### config.mk
export PLATFORM = sky130hd
export DESIGN_NAME = dramc_host
export DESIGN_NICKNAME = d
export VERILOG_FILES = /design/src/dramc_pkg.sv /design/src/dramc_host.sv
export SDC_FILE = /design/constraint.sdc
export NUM_CORES = 1
export LEC_CHECK = 0
export ABC_CLOCK_PERIOD_IN_PS = 3000
export BUFFER_PORTS_ARGS = -buffer_cell sky130_fd_sc_hd__buf_2
export CAP_MARGIN = 20
export CORE_MARGIN = 2
export CORE_UTILIZATION = 50
export DETAILED_ROUTE_END_ITERATION = 7
export PLACE_DENSITY = 0.76
export SETUP_SLACK_MARGIN = 0.02
export SYNTH_ARGS = -nofsm -noshare
export SYNTH_HDL_FRONTEND = slang
export SYNTH_SLANG_ARGS = --single-unit
### constraint.sdc
create_clock -name clk_i -period 3 [get_ports clk_i]
set_input_delay 0.15 -clock clk_i [delete_from_list [all_inputs] [get_ports clk_i]]
set_output_delay 0.15 -clock clk_i [all_outputs]
set_load 0.01 [all_outputs]
### src/dramc_pkg.sv
// Package of timing constants and carrier types for the DRAM host controller
package dramc_pkg;
  // ==========================================================
  // Geometry
  localparam int ADDR_W     = 6;
  localparam int ROWS       = 64;
  // ==========================================================
  // Timing figures in ns at 100 MHz, refresh period in ms, warm-up in cycles
  localparam int CLK_NS     = 10;
  localparam int T_RP_NS    = 120;
  localparam int T_RCD_NS   = 65;
  localparam int T_CAS_NS   = 135;
  localparam int T_CAC_NS   = 135;
  localparam int T_RSH_NS   = 135;
  localparam int T_WP_NS    = 55;
  localparam int T_CP_NS    = 80;
  localparam int T_RFSH_MS  = 2;
  localparam int WARMUP_CYC = 8;
  localparam int RP_CYC     = (T_RP_NS + CLK_NS - 1) / CLK_NS;
  localparam int RCD_CYC    = (T_RCD_NS + CLK_NS - 1) / CLK_NS;
  localparam int CAS_CYC    = (T_CAS_NS + CLK_NS - 1) / CLK_NS;
  localparam int CAC_CYC    = (T_CAC_NS + CLK_NS - 1) / CLK_NS + 2;
  localparam int RSH_CYC    = (T_RSH_NS + CLK_NS - 1) / CLK_NS;
  localparam int WP_CYC     = (T_WP_NS + CLK_NS - 1) / CLK_NS;
  localparam int CP_CYC     = (T_CP_NS + CLK_NS - 1) / CLK_NS;
  // Interval between row refreshes, rounded down, safety margin of 1/8
  localparam int RFSH_CYC   =
    (T_RFSH_MS * 1000000 / CLK_NS) / ROWS * 7 / 8;
  // ==========================================================
  // Carrier types
  typedef struct packed {
    logic              write;
    logic              page;
    logic              select;
    logic [ADDR_W-1:0] row;
    logic [ADDR_W-1:0] col;
    logic              data;
  } dramc_req_s;
  typedef struct packed {
    logic              ras_n;
    logic              cas_n;
    logic              write_n;
    logic              cs_n;
    logic [ADDR_W-1:0] addr;
    logic              din;
  } dramc_pins_s;
endpackage

### src/dramc_host.sv
// Host controller driving a 4096 x 1 DRAM through its strobes
// Rules from the device datasheet that this block relies on
// Row on falling RAS, column/CS on CAS
// Device latches data on later falling strobe
// Early write: data taken at CAS
// Delayed write holds WRITE high past CAS; this block only does early write, WRITE low before CAS
// CS high at CAS ignores write
// Read keeps WRITE high while CAS active
// Falling CAS floats device output
// Selected read drives stored bit
// Selected early write echoes written bit
// Output holds until next CAS fall
// CAS without RAS floats output
// Unselected full cycle floats output
// Refresh all 64 rows per 2 ms
// Every RAS cycle refreshes its row
// Refresh via write keeps CS high
// Output returns at first CAS cycle
// Page mode keeps RAS low across columns
// CS acts per page column cycle
// Refresh keeps CAS high, no contention
// Eight refresh cycles after power-up
// Device stores bits in 64x64 array
`timescale 1ns/100ps
module dramc_host
  import dramc_pkg::*;
#(
  parameter int RFSH_INTERVAL = RFSH_CYC
) (
  input  wire logic                    clk_i,
  input  wire logic                    srst_i,
  input  wire dramc_pkg::dramc_req_s   req_i,
  input  wire logic                    req_valid_i,
  output logic                         req_ready_o,
  output logic                         rd_valid_o,
  output logic                         rd_data_o,
  output logic                         warm_done_o,
  output dramc_pkg::dramc_pins_s       pins_o,
  input  wire logic                    dout_i
);
  import dramc_pkg::*;

  // ==========================================================
  // State machine
  typedef enum logic [3:0] {
    ST_IDLE, ST_RAS, ST_CAS, ST_WE, ST_CASHOLD, ST_CP,
    ST_RSH, ST_PRE, ST_RF
  } dramc_state_e;

  dramc_state_e state;
  logic [15:0]  cnt;
  logic [15:0]  rf_timer;
  logic         rf_due;
  logic [5:0]   rf_row;
  logic [3:0]   warm_cnt;
  dramc_req_s   cur;
  logic [1:0]   dout_sync;

  // Pin input passes two flops before use
  always_ff @(posedge clk_i) begin
    if (srst_i) begin
      dout_sync <= 2'h0;
    end else begin
      dout_sync <= {dout_sync[0], dout_i};
    end
  end

  // ==========================================================
  // Refresh timer; a request cannot starve refresh since rf_due wins
  always_ff @(posedge clk_i) begin
    if (srst_i) begin
      rf_timer <= 16'h0;
      rf_due   <= 1'b0;
    end else if (state == ST_RF && cnt == 16'h0) begin
      rf_due   <= 1'b0;
      rf_timer <= 16'h0;
    end else if (rf_timer >= 16'(RFSH_INTERVAL - 1)) begin
      rf_due   <= 1'b1;
    end else begin
      rf_timer <= rf_timer + 16'h1;
    end
  end

  // ==========================================================
  // Sequencer
  always_ff @(posedge clk_i) begin
    if (srst_i) begin
      state       <= ST_IDLE;
      cnt         <= 16'h0;
      cur         <= '0;
      rf_row      <= 6'h0;
      warm_cnt    <= 4'h0;
      warm_done_o <= 1'b0;
      req_ready_o <= 1'b0;
      rd_valid_o  <= 1'b0;
      rd_data_o   <= 1'b0;
      pins_o      <= '{ras_n:1'b1, cas_n:1'b1, write_n:1'b1,
                       cs_n:1'b1, addr:'0, din:1'b0};
    end else begin
      rd_valid_o  <= 1'b0;
      req_ready_o <= 1'b0;
      unique case (state)
        ST_IDLE: begin
          if (!warm_done_o || rf_due) begin
            // RAS-only cycle; CAS held high so shared outputs stay off
            pins_o.addr  <= rf_row;
            pins_o.ras_n <= 1'b0;
            pins_o.cas_n <= 1'b1;
            pins_o.cs_n  <= 1'b1;
            cnt          <= 16'(CAS_CYC + RSH_CYC);
            state        <= ST_RF;
          end else if (req_valid_i) begin
            req_ready_o  <= 1'b1;
            cur          <= req_i;
            pins_o.addr  <= req_i.row;
            cnt          <= 16'(RCD_CYC);
            state        <= ST_RAS;
          end
        end
        ST_RF: begin
          if (cnt != 16'h0) begin
            cnt <= cnt - 16'h1;
          end else begin
            pins_o.ras_n <= 1'b1;
            rf_row       <= rf_row + 6'h1;
            if (!warm_done_o) begin
              warm_cnt <= warm_cnt + 4'h1;
              if (warm_cnt == 4'(WARMUP_CYC - 1)) begin
                warm_done_o <= 1'b1;
              end
            end
            cnt   <= 16'(RP_CYC);
            state <= ST_PRE;
          end
        end
        ST_RAS: begin
          // Row strobe falls one cycle after the row address settles
          pins_o.ras_n <= 1'b0;
          if (cnt != 16'h0) begin
            cnt <= cnt - 16'h1;
          end else begin
            pins_o.addr    <= cur.col;
            pins_o.cs_n    <= !cur.select;
            pins_o.din     <= cur.data;
            // Early write: WRITE low before CAS, data taken at CAS
            pins_o.write_n <= !cur.write;
            state          <= ST_CAS;
          end
        end
        ST_CAS: begin
          pins_o.cas_n <= 1'b0;
          cnt          <= 16'(CAC_CYC);
          state        <= ST_CASHOLD;
        end
        ST_CASHOLD: begin
          if (cnt != 16'h0) begin
            cnt <= cnt - 16'h1;
          end else begin
            pins_o.cas_n   <= 1'b1;
            pins_o.write_n <= 1'b1;
            if (!cur.write && cur.select) begin
              rd_valid_o <= 1'b1;
              rd_data_o  <= dout_sync[1];
            end
            cnt <= 16'(CP_CYC);
            if (cur.page) begin
              state <= ST_CP;
            end else begin
              state <= ST_RSH;
            end
          end
        end
        ST_CP: begin
          if (cnt != 16'h0) begin
            cnt <= cnt - 16'h1;
          end else if (req_valid_i && req_i.row == cur.row && !rf_due) begin
            // Next column in the open page, no new row strobe
            req_ready_o    <= 1'b1;
            cur            <= req_i;
            pins_o.addr    <= req_i.col;
            pins_o.cs_n    <= !req_i.select;
            pins_o.din     <= req_i.data;
            pins_o.write_n <= !req_i.write;
            state          <= ST_CAS;
          end else begin
            cnt   <= 16'h0;
            state <= ST_RSH;
          end
        end
        ST_RSH: begin
          pins_o.ras_n <= 1'b1;
          cnt          <= 16'(RP_CYC);
          state        <= ST_PRE;
        end
        ST_PRE: begin
          if (cnt != 16'h0) begin
            cnt <= cnt - 16'h1;
          end else begin
            state <= ST_IDLE;
          end
        end
        default: begin
          state <= ST_IDLE;
        end
      endcase
    end
  end

  // ==========================================================
  // Checks
  chk_cas_needs_ras: assert property (@(posedge clk_i) disable iff (srst_i)
    $fell(pins_o.cas_n) |-> !pins_o.ras_n)
    else $error("CAS fell without RAS");
  chk_read_we_high: assert property (@(posedge clk_i) disable iff (srst_i)
    (!pins_o.cas_n && !cur.write) |-> pins_o.write_n)
    else $error("WRITE low during read CAS");
  chk_rf_cas_high: assert property (@(posedge clk_i) disable iff (srst_i)
    (state == ST_RF) |-> (pins_o.cas_n && pins_o.cs_n))
    else $error("CAS or CS low in refresh");
  chk_warm_first: assert property (@(posedge clk_i) disable iff (srst_i)
    req_ready_o |-> warm_done_o)
    else $error("Request before warm-up");
  chk_ras_precharge: assert property (@(posedge clk_i) disable iff (srst_i)
    $rose(pins_o.ras_n) |=> pins_o.ras_n [*8] ##1 pins_o.ras_n [*3])
    else $error("RAS precharge too short");
  chk_page_ras_low: assert property (@(posedge clk_i) disable iff (srst_i)
    (state == ST_CP) |-> !pins_o.ras_n)
    else $error("RAS rose inside page");
  chk_rf_served: assert property (@(posedge clk_i) disable iff (srst_i)
    $rose(rf_due) |-> ##[1:200] (state == ST_RF))
    else $error("Refresh not served");
  chk_row_steps: assert property (@(posedge clk_i) disable iff (srst_i)
    (state == ST_RF && cnt == 16'h0) |=> rf_row == $past(rf_row) + 6'h1)
    else $error("Refresh row not advanced");
endmodule // dramc_host

## After elaboration in Yosys (flattened, before gate mapping)

Cells that the tools add are included.

| operators by class | value |
|---|---|
| reduce and logical (&&, ||, !) cells | 36 |
| bitwise operators | 3 |
| order comparisons | 1 |
| mux-type cells | 45 |
| $add $sub $neg | 4 |
| equality and inequality tests | 21 |

Operator list:

| kind | number |
|---|---|
| $mux W16 | 11 |
| $pmux W16 S7 | 1 |
| $pmux W16 S2 | 1 |
| $pmux W4 S8 | 1 |
| $mux W4 | 7 |
| $mux W9 | 3 |
| $pmux W7 S3 | 1 |
| $eq A4 B3 Y1 const B | 5 |
| $reduce_and A5 Y1 | 4 |
| $ne A2 B2 Y1 const B | 9 |
| $add A16 B1 Y16 const B | 1 |
| $ge A16 B12 Y1 const B | 1 |
| $logic_not A16 Y1 | 1 |
| $reduce_bool A16 Y1 | 1 |
| $sub A16 B1 Y16 const B | 1 |
| $mux W6 | 2 |
| $reduce_and A3 Y1 | 4 |
| $mux W1 | 9 |
| $reduce_bool A3 Y1 | 3 |
| $reduce_and A4 Y1 | 2 |
| $reduce_bool A7 Y1 | 1 |
| $add A6 B1 Y6 const B | 1 |
| $eq A6 B6 Y1 | 1 |
| $logic_not A1 Y1 | 6 |
| other kinds (21) | 33 |

| word-level totals | value |
|---|---|
| register bits after elaboration | 80 |
| word-level logic and storage cells | 133 |
| bits of input ports | 20 |
| output and inout bits | 15 |

## Longest topological paths before layout

Gate-level depths: netlist (run 1).

| logic depth | value |
|---|---|
| depth in word-level cells | 6 |
| gate-level depth with buffers | 10 |
| depth with buffers taken out | 8 |

## Worst setup path before layout (run 1)

Ideal clock, no wire load.

| timing | value |
|---|---|
| path type | register -> register |
| start | register cnt[0] |
| end | register cnt[7] |
| clock period less this slack | 2012 ps |
| buffers on the path | 2 |
| setup time | 91 ps |
| path slack | 988 ps |
| arrival | 1921 ps |
| required time | 2909 ps |
| cell stages (with the launch flop) | 10 |
| path through | dfxtp_1 inv_1 ha_1 nor4b_2 and4_2 buf_6 a21oi_1 buf_2 o21ai_0 a311oi_1 |

| on the way | value |
|---|---|
| word-level cells in the longest chain between the ends | 3 |
| elaborated cells on any way between the ends | 10 |
| those cells by class | add/sub (1); eq/ne (2); mux (5); reduce/logical (2) |

Ends and longest elaborated chain:

| what | RTL line | source |
|---|---|---|
| start: declaration | dramc_host.sv:51 | `logic [15:0] cnt;` |
| start signal: assignment | dramc_host.sv:110 | `cnt <= 16'(CAS_CYC + RSH_CYC);` |
| start signal: assignment | dramc_host.sv:116 | `cnt <= 16'(RCD_CYC);` |
| start signal: assignment | dramc_host.sv:122 | `cnt <= cnt - 16'h1;` |
| $sub A16 B1 Y16 or $reduce_bool A16 Y1 (tied branches) | - |  |
| $mux W16 (tied with other cells) | dramc_host.sv:139, dramc_host.sv:196 |  |
| $pmux W16 S7 or $reduce_and A4 Y1 (tied branches) | - |  |

Several ways; a longest one is shown, not always the timed one. The select of a mux whose other input is x is not followed.
A chain may end at the register's enable or synchronous reset.

## Worst setup path after layout (run 1)

| timing | value |
|---|---|
| start | register state[2] |
| end | register cnt[7] |

| on the way | value |
|---|---|
| word-level cells in the longest chain between the ends | 4 |
| elaborated cells on any way between the ends | 15 |
| those cells by class | eq/ne (10); mux (1); reduce/logical (4) |

Ends and longest elaborated chain:

| what | RTL line | source |
|---|---|---|
| start: declaration | dramc_host.sv:50 | `dramc_state_e state;` |
| start signal: assignment | dramc_host.sv:88 | `state <= ST_IDLE;` |
| start signal: assignment | dramc_host.sv:111 | `state <= ST_RF;` |
| start signal: assignment | dramc_host.sv:117 | `state <= ST_RAS;` |
| $eq A4 B3 Y1 or $eq A4 B1 Y1 (tied branches) | dramc_host.sv:102 | `unique case (state)` |
| $reduce_or A2 Y1 (no line) | - |  |
| $reduce_bool A7 Y1 (no line) or $ne A2 B1 Y1 (tied branches) | - |  |
| $reduce_and A4 Y1 (no line) | - |  |

Several ways; a longest one is shown, not always the timed one.

==> results of run 1 <==
## layer usage
| layer | wire, um | GRT usage | share of wire | up-vias |
|---|---|---|---|---|
| li1 | - | - | - | 1849 |
| met1 | 4500 | 0.280 | 0.47 | 1760 |
| met2 | 4360 | 0.334 | 0.46 | 103 |
| met3 | 519 | 0.0681 | 0.054 | 14 |
| met4 | 174 | 0.0726 | 0.018 | 0 |
| met5 | 0 | 0 | 0 | - |
## cells in the final DEF (no fill, tap or decap), drive strengths merged, types with 13 or more instances in the layout
cell   count
o21ai     24
nor2b     13
a21oi     40
xor2      13
buf       44
dfxtp     80
nor2      63
mux2i     23
nand2     54
## path summary, 6_finish.rpt
check / from / to / slack, ns
setup reg to reg: state[2]$_SDFFE_PP0P_ / cnt[7]$_SDFFE_PP0P_ / 0.27
hold / removal: req_i[14] / cur[14]$_SDFFE_PP0P_ / 0.02
hold reg to reg: dout_sync[0]$_SDFF_PP0_ / dout_sync[1]$_SDFF_PP0_ / 0.44
setup / recovery: state[2]$_SDFFE_PP0P_ / cnt[7]$_SDFFE_PP0P_ / 0.27
## power breakdown
part | internal [uW] | total (uW) | leakage [uW] | switching, uW
clock network | 496 | 902 | 0.000117 | 407
logic | 644 | 1680 | 0.000926 | 1030
registers | 1200 | 1410 | 0.000649 | 210
## registers in the layout, summed over array words and instances (netlist names)
signal       count
warm_cnt         4
rf_row           6
rf_timer        16
rf_due           1
rd_valid_o       1
state            4
warm_done_o      1
rd_data_o        1
req_ready_o      1
dout_sync        2
pins_o          11
cnt             16
cur             16
## kinds of logic (layout without fill, tap and decap cells)
family                   count (synthesis)  after routing
AO/OA/AOI/OAI                          127            127
XOR/XNOR                                17             17
adder cells (fa/ha/maj)                  7              7
buffers and inverters                   38             71
flip-flops                              80             80
multiplexers                            23             23
AND/OR/NAND/NOR                        206            206
## worst max-delay path, stage by stage (launching register included)
cell,delay (ns)
sky130_fd_sc_hd__dfxtp_1,0.67
sky130_fd_sc_hd__nor3b_1,0.40
sky130_fd_sc_hd__a211oi_1,0.16
sky130_fd_sc_hd__a21oi_1,0.85
sky130_fd_sc_hd__o21ai_0,0.23
sky130_fd_sc_hd__a311oi_1,0.32
## final cells by class
cell class / instances / share of cell area
Timing Repair Buffer: 44 / 0.0527
Sequential cell: 80 / 0.344
Inverter: 11 / 0.00888
Tap cell: 105 / 0.0282
Multi-Input combinational cell: 380 / 0.517
Clock inverter: 6 / 0.0196
Clock buffer: 10 / 0.0296
## stage by stage
step | hold slack [ns] | util | power (uW)
after floorplan | 0.278 | - | 2740
final | 0.0196 | 0.566 | 3990
after global routing | 0.0113 | 0.566 | 4260
after detailed placement | 0.389 | 0.538 | 3070
after CTS | 0.0234 | 0.566 | 3980
after global placement | 0.364 | 0.538 | 3030
==> qor.log, run 1 <==
qor: status.run_status finished, final reports clean
qor: placed_design.place_ws 0.398 ns
qor: yosys.synth_top_family_by_area simple AND/OR/NAND/NOR gates
qor: sta.finalSetupViolCount 0
qor: clocking.cts_htree_levels 3
qor: yosys.area_share_of_the_largest_cell_type_after_synthesis 0.377
qor: yosys.leading_area_contributor_after_synthesis sky130_fd_sc_hd__dfxtp_1
qor: placed_design.number_of_buffers_inserted_by_port_buffering 34
qor: sta.period_share 0.909
qor: hold_path.hold_path_class primary input to register
qor: yosys.synth_edf_count 0
qor: sta.max_freq 367 MHz
qor: route.ant_nets 0
qor: clocking.number_of_buffers_added_to_fix_hold_violations_after_cts 0
qor: route.wirelength_routed 9550 um
qor: global_route.antenna_found_initial 0
qor: power.powerDensity 858 mW/mm^2
qor: clocking.cts.path.max_buffers 2
qor: clocking.cts_root_buf sky130_fd_sc_hd__clkbuf_8
qor: placed_design.half_perimeter_wire_length_after_placement 6650 um
qor: global_route.global_route_wire_length_before_repair 15500 um
qor: route.drt-wirelength-per-cell 15.0 um
qor: global_route.gr-usage-all-layers 0.215
qor: route.post-route-drc-count 0
qor: layout.seqCellArea 0.00160 mm^2
qor: yosys.synthFlopType sky130_fd_sc_hd__dfxtp_1
qor: global_route.grt_max_degree 60
qor: clocking.worst_setup_hold_path_clk_slew 0.09 ns
qor: floorplanning.io_pins 35
qor: clocking.worstSkewPairLatency 0.36 ns
qor: floorplanning.core.rowCount 33
qor: setup_path.critical_path_peak_fanout 16
qor: yosys.compound_gate_fraction_of_synth_area 0.200
qor: route.dr_total_vias 3726
qor: sta.finalCriticalPeriod 2.73 ns
qor: yosys.synth_seq_area_share 0.377
qor: floorplanning.die_y 96.2 um
qor: sta.rsz0062_at_grt false
qor: yosys.yosys_register_bits 80
qor: clocking.tritoncts done
qor: setup_path.timing_worst_setup_path_type register to register
qor: yosys.ys_async_sr_fraction 0
qor: setup_path.cp_data_required_time 3.26 ns
qor: layout.fin_area 0.00465 mm^2
qor: layout.stdcell_count 636
qor: yosys.synth_fa_ha_area_frac 0.0206
qor: yosys.yosys_warnings 0
qor: layout.areaGrowthSynthToFinish 9.36%
qor: floorplanning.die_area 0.00926 mm^2
qor: yosys.synth_cell_type_count 67
qor: yosys.synth_xor_xnor_area_share 0.0350
qor: sta.totalNegativeSetupSlack 0 ns
qor: clocking.clock-sinks 80
qor: setup_path.cp-start-kind register
qor: route.avgViaCountPerCell 5.86
qor: yosys.post_synth_inst_count 498
qor: yosys.post_synthesis_cell_area 0.00425 mm^2
qor: placed_design.place.detailed.instances 620
qor: yosys.yosys.cell_count.top_type sky130_fd_sc_hd__dfxtp_1
qor: setup_path.worstRegToRegCells 5
qor: placed_design.final_weighted_congestion_in_routability_driven_placement 0.915
qor: layout.antennaDiodeCount 0
qor: clocking.post_cts.resized_instances 0
qor: yosys.synth.area.top_cells sky130_fd_sc_hd__dfxtp_1 (38%), sky130_fd_sc_hd__mux2i_1 (5.4%), sky130_fd_sc_hd__nor2_1 (5.3%)
qor: sta.finalClockSkew 0.0135 ns
qor: sta.timing.final.hold_violations 0
qor: yosys.synth_simple_gate_area_frac 0.255
qor: global_route.grt-ovfl-total 0
qor: run.maximum_capacitance_violations 0
qor: setup_path.critical_path.endpoint_type register
qor: floorplanning.dieWidth 96.2 um
qor: route.initialDrtViolationCount 204
qor: power.power.static_leakage 0.00169 uW
qor: clocking.number_of_clock_buffers_inserted_by_tritoncts 9
qor: layout.fill_cells 732
qor: sta.max_slew_margin 0.296
qor: global_route.first_global_vias 3336
qor: floorplanning.core_area 0.00822 mm^2
qor: layout.area_of_the_multi_input_gates 0.00240 mm^2
qor: sta.postLayoutSetupSlackWorst 0.272 ns
qor: floorplanning.floorplan.initialDensity 0.518
qor: hold_path.whs_path_depth 3
qor: sta.worst_pin_slew 1.06 ns
qor: route.drt-pass1-iter-count 6
qor: setup_path.worst-endpoint-arrival 2.99 ns
qor: layout.design.final.nets 553
qor: yosys.synth.top_cells.by_count sky130_fd_sc_hd__dfxtp_1 (80), sky130_fd_sc_hd__nor2_1 (60), sky130_fd_sc_hd__nand2_1 (54)
qor: yosys.postSynthNetCount 525
qor: yosys.yosys-mux-area-fraction 0.0541
qor: placed_design.dpl-instance-area 0.00442 mm^2
qor: sta.timing_max_transition_violations_final 0
qor: yosys.postSynthAreaPerCell 8.54 um^2
qor: power.ir_drop 0.391 mV
qor: clocking.postCtsSetupRepairBufs 0
qor: layout.drive_above_1_share 0.162
No activity file was read; power rests on OpenSTA's default activity.
==> run 2, diff against run 1 <==
--- a/config.mk
+++ b/config.mk
@@ -5,13 +5,15 @@
 export SDC_FILE = /design/constraint.sdc
 export NUM_CORES = 1
 export LEC_CHECK = 0
+export ABC_AREA = 1
 export ABC_CLOCK_PERIOD_IN_PS = 3000
 export BUFFER_PORTS_ARGS = -buffer_cell sky130_fd_sc_hd__buf_2
 export CAP_MARGIN = 20
 export CORE_MARGIN = 2
 export CORE_UTILIZATION = 50
 export DETAILED_ROUTE_END_ITERATION = 7
-export PLACE_DENSITY = 0.76
+export PLACE_DENSITY = 0.75
+export RECOVER_POWER = 50
 export SETUP_SLACK_MARGIN = 0.02
 export SYNTH_ARGS = -nofsm -noshare
 export SYNTH_HDL_FRONTEND = slang
==> run 2 against run 1 <==
Net effect:
- combinational power rose by 17%
- synthesized cell count increased by 32%
- synthesized area up 2.6%
==> qor.log, run 2 <==
qor: setup_path.cp_data_required_time 3.29 ns [+0.03 ns]
qor: clocking.worst_setup_hold_path_clk_slew 0.08 ns [about the same]
qor: yosys.synth_edf_count 0 [unchanged]
qor: sta.rsz0062_at_grt false
qor: layout.areaGrowthSynthToFinish 8.48%
qor: route.dr_total_vias 4195 [+13%]
qor: yosys.compound_gate_fraction_of_synth_area 0.135 [-0.0654]
qor: setup_path.critical_path.endpoint_type register
qor: setup_path.critical_path_peak_fanout 14 [-2]
qor: setup_path.timing_worst_setup_path_type register to register
qor: global_route.global_route_wire_length_before_repair 18000 um [+16%]
qor: floorplanning.die_y 97.4 um [+1.3%]
qor: route.ant_nets 0 [unchanged]
qor: clocking.post_cts.resized_instances 0 [unchanged]
qor: clocking.clock-sinks 80 [unchanged]
qor: global_route.grt_max_degree 27 [-55%]
qor: power.powerDensity 867 mW/mm^2 [+1.1%]
qor: route.drt-wirelength-per-cell 12.9 um [-14%]
qor: global_route.first_global_vias 4021 [+21%]
qor: clocking.number_of_buffers_added_to_fix_hold_violations_after_cts 1 [+1]
qor: floorplanning.floorplan.initialDensity 0.508 [-0.00958]
qor: floorplanning.io_pins 35 [unchanged]
qor: sta.period_share 0.745 [-0.164]
qor: clocking.number_of_clock_buffers_inserted_by_tritoncts 9 [unchanged]
qor: global_route.gr-usage-all-layers 0.227 [+0.0124]
qor: sta.max_freq 447 MHz [+22%]
qor: yosys.postSynthAreaPerCell 6.63 um^2 [-22%]
qor: route.initialDrtViolationCount 246 [+21%]
qor: placed_design.half_perimeter_wire_length_after_placement 7540 um [+13%]
qor: yosys.postSynthNetCount 685 [+30%]
qor: sta.finalSetupViolCount 0 [unchanged]
qor: route.post-route-drc-count 0 [unchanged]
qor: sta.timing.final.hold_violations 0 [unchanged]
qor: route.drt-pass1-iter-count 5 [-1]
qor: yosys.synth_fa_ha_area_frac 0.0201 [-0.000531]
qor: yosys.synth_cell_type_count 39 [-42%]
qor: yosys.yosys_warnings 0 [unchanged]
qor: sta.finalClockSkew 0.0221 ns [+0.00862 ns]
qor: sta.max_slew_margin 0.583 [+0.287]
qor: route.avgViaCountPerCell 5.23 [-11%]
qor: power.power.static_leakage 0.00205 uW [+21%]
qor: layout.largest_registers cnt (16), cur (16), rf_timer (16)
qor: floorplanning.core.rowCount 34 [+3.0%]
qor: clocking.cts.path.max_buffers 2 [unchanged]
qor: layout.stdcell_count 802 [+26%]
qor: layout.drive_above_1_share 0.102 [-0.0597]
qor: yosys.synth_simple_gate_area_frac 0.361 [+0.107]
qor: route.wirelength_routed 10300 um [+8.1%]
qor: yosys.leading_area_contributor_after_synthesis sky130_fd_sc_hd__dfxtp_1
qor: clocking.postCtsSetupRepairBufs 0 [unchanged]
qor: yosys.yosys.cell_count.top_type sky130_fd_sc_hd__nand2_1
qor: layout.design.final.nets 717 [+30%]
qor: yosys.yosys-mux-area-fraction 0 [-0.0541]
qor: setup_path.cp-start-kind register
qor: yosys.ys_async_sr_fraction 0 [unchanged]
qor: sta.finalHoldWorstSlack 0.0467 ns [+0.0272 ns]
qor: layout.layout_commonest_cell sky130_fd_sc_hd__nand2_1
qor: sta.timing_max_transition_violations_final 0 [unchanged]
qor: clocking.cts_root_buf sky130_fd_sc_hd__clkbuf_8
qor: setup_path.delay_of_the_slowest_critical_path_stage 0.45 ns [-0.40 ns]
qor: setup_path.cp_cell_sequence inv_1, ha_1, or2_2, nor3_1, nor2_1, nand2_1, inv_1, nand2_1, nand2_1, a21oi_1
qor: power.ir_drop 0.601 mV [+54%]
qor: status.run_status finished, final reports clean
qor: placed_design.final_weighted_congestion_in_routability_driven_placement 0.913 [-0.29%]
qor: floorplanning.core_area 0.00859 mm^2 [+4.6%]
qor: hold_path.hold_path_class primary input to register
qor: layout.antennaDiodeCount 0 [unchanged]
qor: yosys.synth.area.top_cells sky130_fd_sc_hd__dfxtp_1 (37%), sky130_fd_sc_hd__nand2_1 (12%), sky130_fd_sc_hd__nor2_1 (11%)
qor: power.fin_total_pwr 4110 uW [+2.9%]
qor: yosys.synthFlopType sky130_fd_sc_hd__dfxtp_1
qor: global_route.antenna_found_initial 0 [unchanged]
qor: setup_path.timing.critical_path.mode_cell sky130_fd_sc_hd__nand2_1
qor: yosys.synth.top_cells.by_count sky130_fd_sc_hd__nand2_1 (138), sky130_fd_sc_hd__nor2_1 (133), sky130_fd_sc_hd__dfxtp_1 (80)
qor: yosys.synth_xor_xnor_area_share 0.0241 [-0.0109]
qor: yosys.yosys_register_bits 80 [unchanged]
qor: clocking.tritoncts done
qor: sta.worst_pin_slew 0.624 ns [-0.432 ns]
qor: placed_design.number_of_buffers_inserted_by_port_buffering 34 [unchanged]
qor: yosys.synth_top_family_by_area simple AND/OR/NAND/NOR gates
qor: sta.finalCriticalPeriod 2.24 ns [-0.492 ns]
qor: placed_design.place.detailed.instances 786 [+27%]
qor: run.maximum_capacitance_violations 0 [unchanged]
qor: floorplanning.die_area 0.00949 mm^2 [+2.5%]
qor: layout.mostFrequentLayoutCells sky130_fd_sc_hd__nand2_1 (139), sky130_fd_sc_hd__nor2_1 (136), sky130_fd_sc_hd__dfxtp_1 (80)
qor: yosys.area_share_of_the_largest_cell_type_after_synthesis 0.367 [-0.00971]
qor: yosys.post_synthesis_cell_area 0.00437 mm^2 [+2.6%]
qor: setup_path.cp_slowest_cell sky130_fd_sc_hd__dfxtp_1
qor: yosys.synth_seq_area_share 0.367 [-0.00971]
qor: clocking.worstSkewPairLatency 0.37 ns [about the same]
qor: clocking.cts_htree_levels 3 [unchanged]
qor: sta.totalNegativeSetupSlack 0 ns [unchanged]
qor: yosys.post_synth_inst_count 658 [+32%]
qor: floorplanning.dieWidth 97.4 um [+1.3%]
qor: setup_path.worst-endpoint-arrival 2.53 ns [-0.46 ns]
qor: global_route.grt-ovfl-total 0 [unchanged]
==> run 2: changes by cell type after synthesis, moves of 7 or more <==
cell / delta
sky130_fd_sc_hd__nand4_1: +9
sky130_fd_sc_hd__a211oi_1: -9
sky130_fd_sc_hd__nor2b_1: -13
sky130_fd_sc_hd__inv_1: +61
sky130_fd_sc_hd__nand2_1: +84
sky130_fd_sc_hd__o21ai_0: +22
sky130_fd_sc_hd__nand3_1: +17
sky130_fd_sc_hd__a311oi_1: -7
sky130_fd_sc_hd__nor2_1: +73
sky130_fd_sc_hd__inv_2: +7
sky130_fd_sc_hd__or4_1: -7
sky130_fd_sc_hd__mux2i_1: -23
==> run 2: final cells by class <==
class,count,area [um^2]
Inverter,81,309
Fill cell,858,3860
Clock buffer,9,124
Tap cell,108,135
Timing Repair Buffer,37,176
Sequential cell,80,1600
Multi-Input combinational cell,481,2330
Clock inverter,6,61.3
==> run 2: worst paths after layout <==
kind / startpoint / end / slack (ns) / depth (start not counted)
setup / recovery: rf_timer[0]$_SDFFE_PP0N_ / rf_timer[6]$_SDFFE_PP0N_ / 0.76 / 10
hold / removal: req_i[14] / cur[14]$_SDFFE_PP0P_ / 0.05 / 3
setup reg to reg: rf_timer[0]$_SDFFE_PP0N_ / rf_timer[6]$_SDFFE_PP0N_ / 0.76 / 10
hold reg to reg: dout_sync[0]$_SDFF_PP0_ / dout_sync[1]$_SDFF_PP0_ / 0.40 / 2
==> run 2: metal layers <==
layer | up-vias | part of all wire | GRT usage | routed length, um
li1 | 2165 | - | - | -
met1 | 1898 | 0.46 | 0.302 | 4790
met2 | 116 | 0.46 | 0.372 | 4760
met4 | 0 | 0.017 | 0.0801 | 171
met3 | 16 | 0.059 | 0.0388 | 605
met5 | - | 0 | 0 | 0
==> run 2: worst max-delay path, delay by kind of cell (launching register included) <==
family	cells	cell delay, ns
simple gates	6	1.04
fa+ha+maj	1	0.19
flops	1	0.45
buf+inv	2	0.38
compound gates	1	0.10
==> run 2: kinds of logic (layout without fill, tap and decap cells) <==
group | Yosys count | count (layout)
flip-flops | 80 | 80
adder cells (fa/ha/maj) | 7 | 7
AO/OA/AOI/OAI | 103 | 103
XOR/XNOR | 12 | 12
AND/OR/NAND/NOR | 359 | 359
buffers and inverters | 97 | 133
==> run 2: where the power goes <==
group	switching, uW	total (uW)	leakage (uW)	internal [uW]
Sequential	156	1380	0.000649	1220
Combinational	1330	1960	0.00131	623
Clock	394	771	0.0000948	377
==> run 2: through the flow <==
stage	worst slack, ns	util	area [um^2]
floorplan	1.29	-	4370
global placement	0.906	0.534	4590
detailed placement	0.823	0.534	4590
CTS	0.798	0.557	4790
global route	0.481	0.551	4740
finish	0.764	0.551	4740
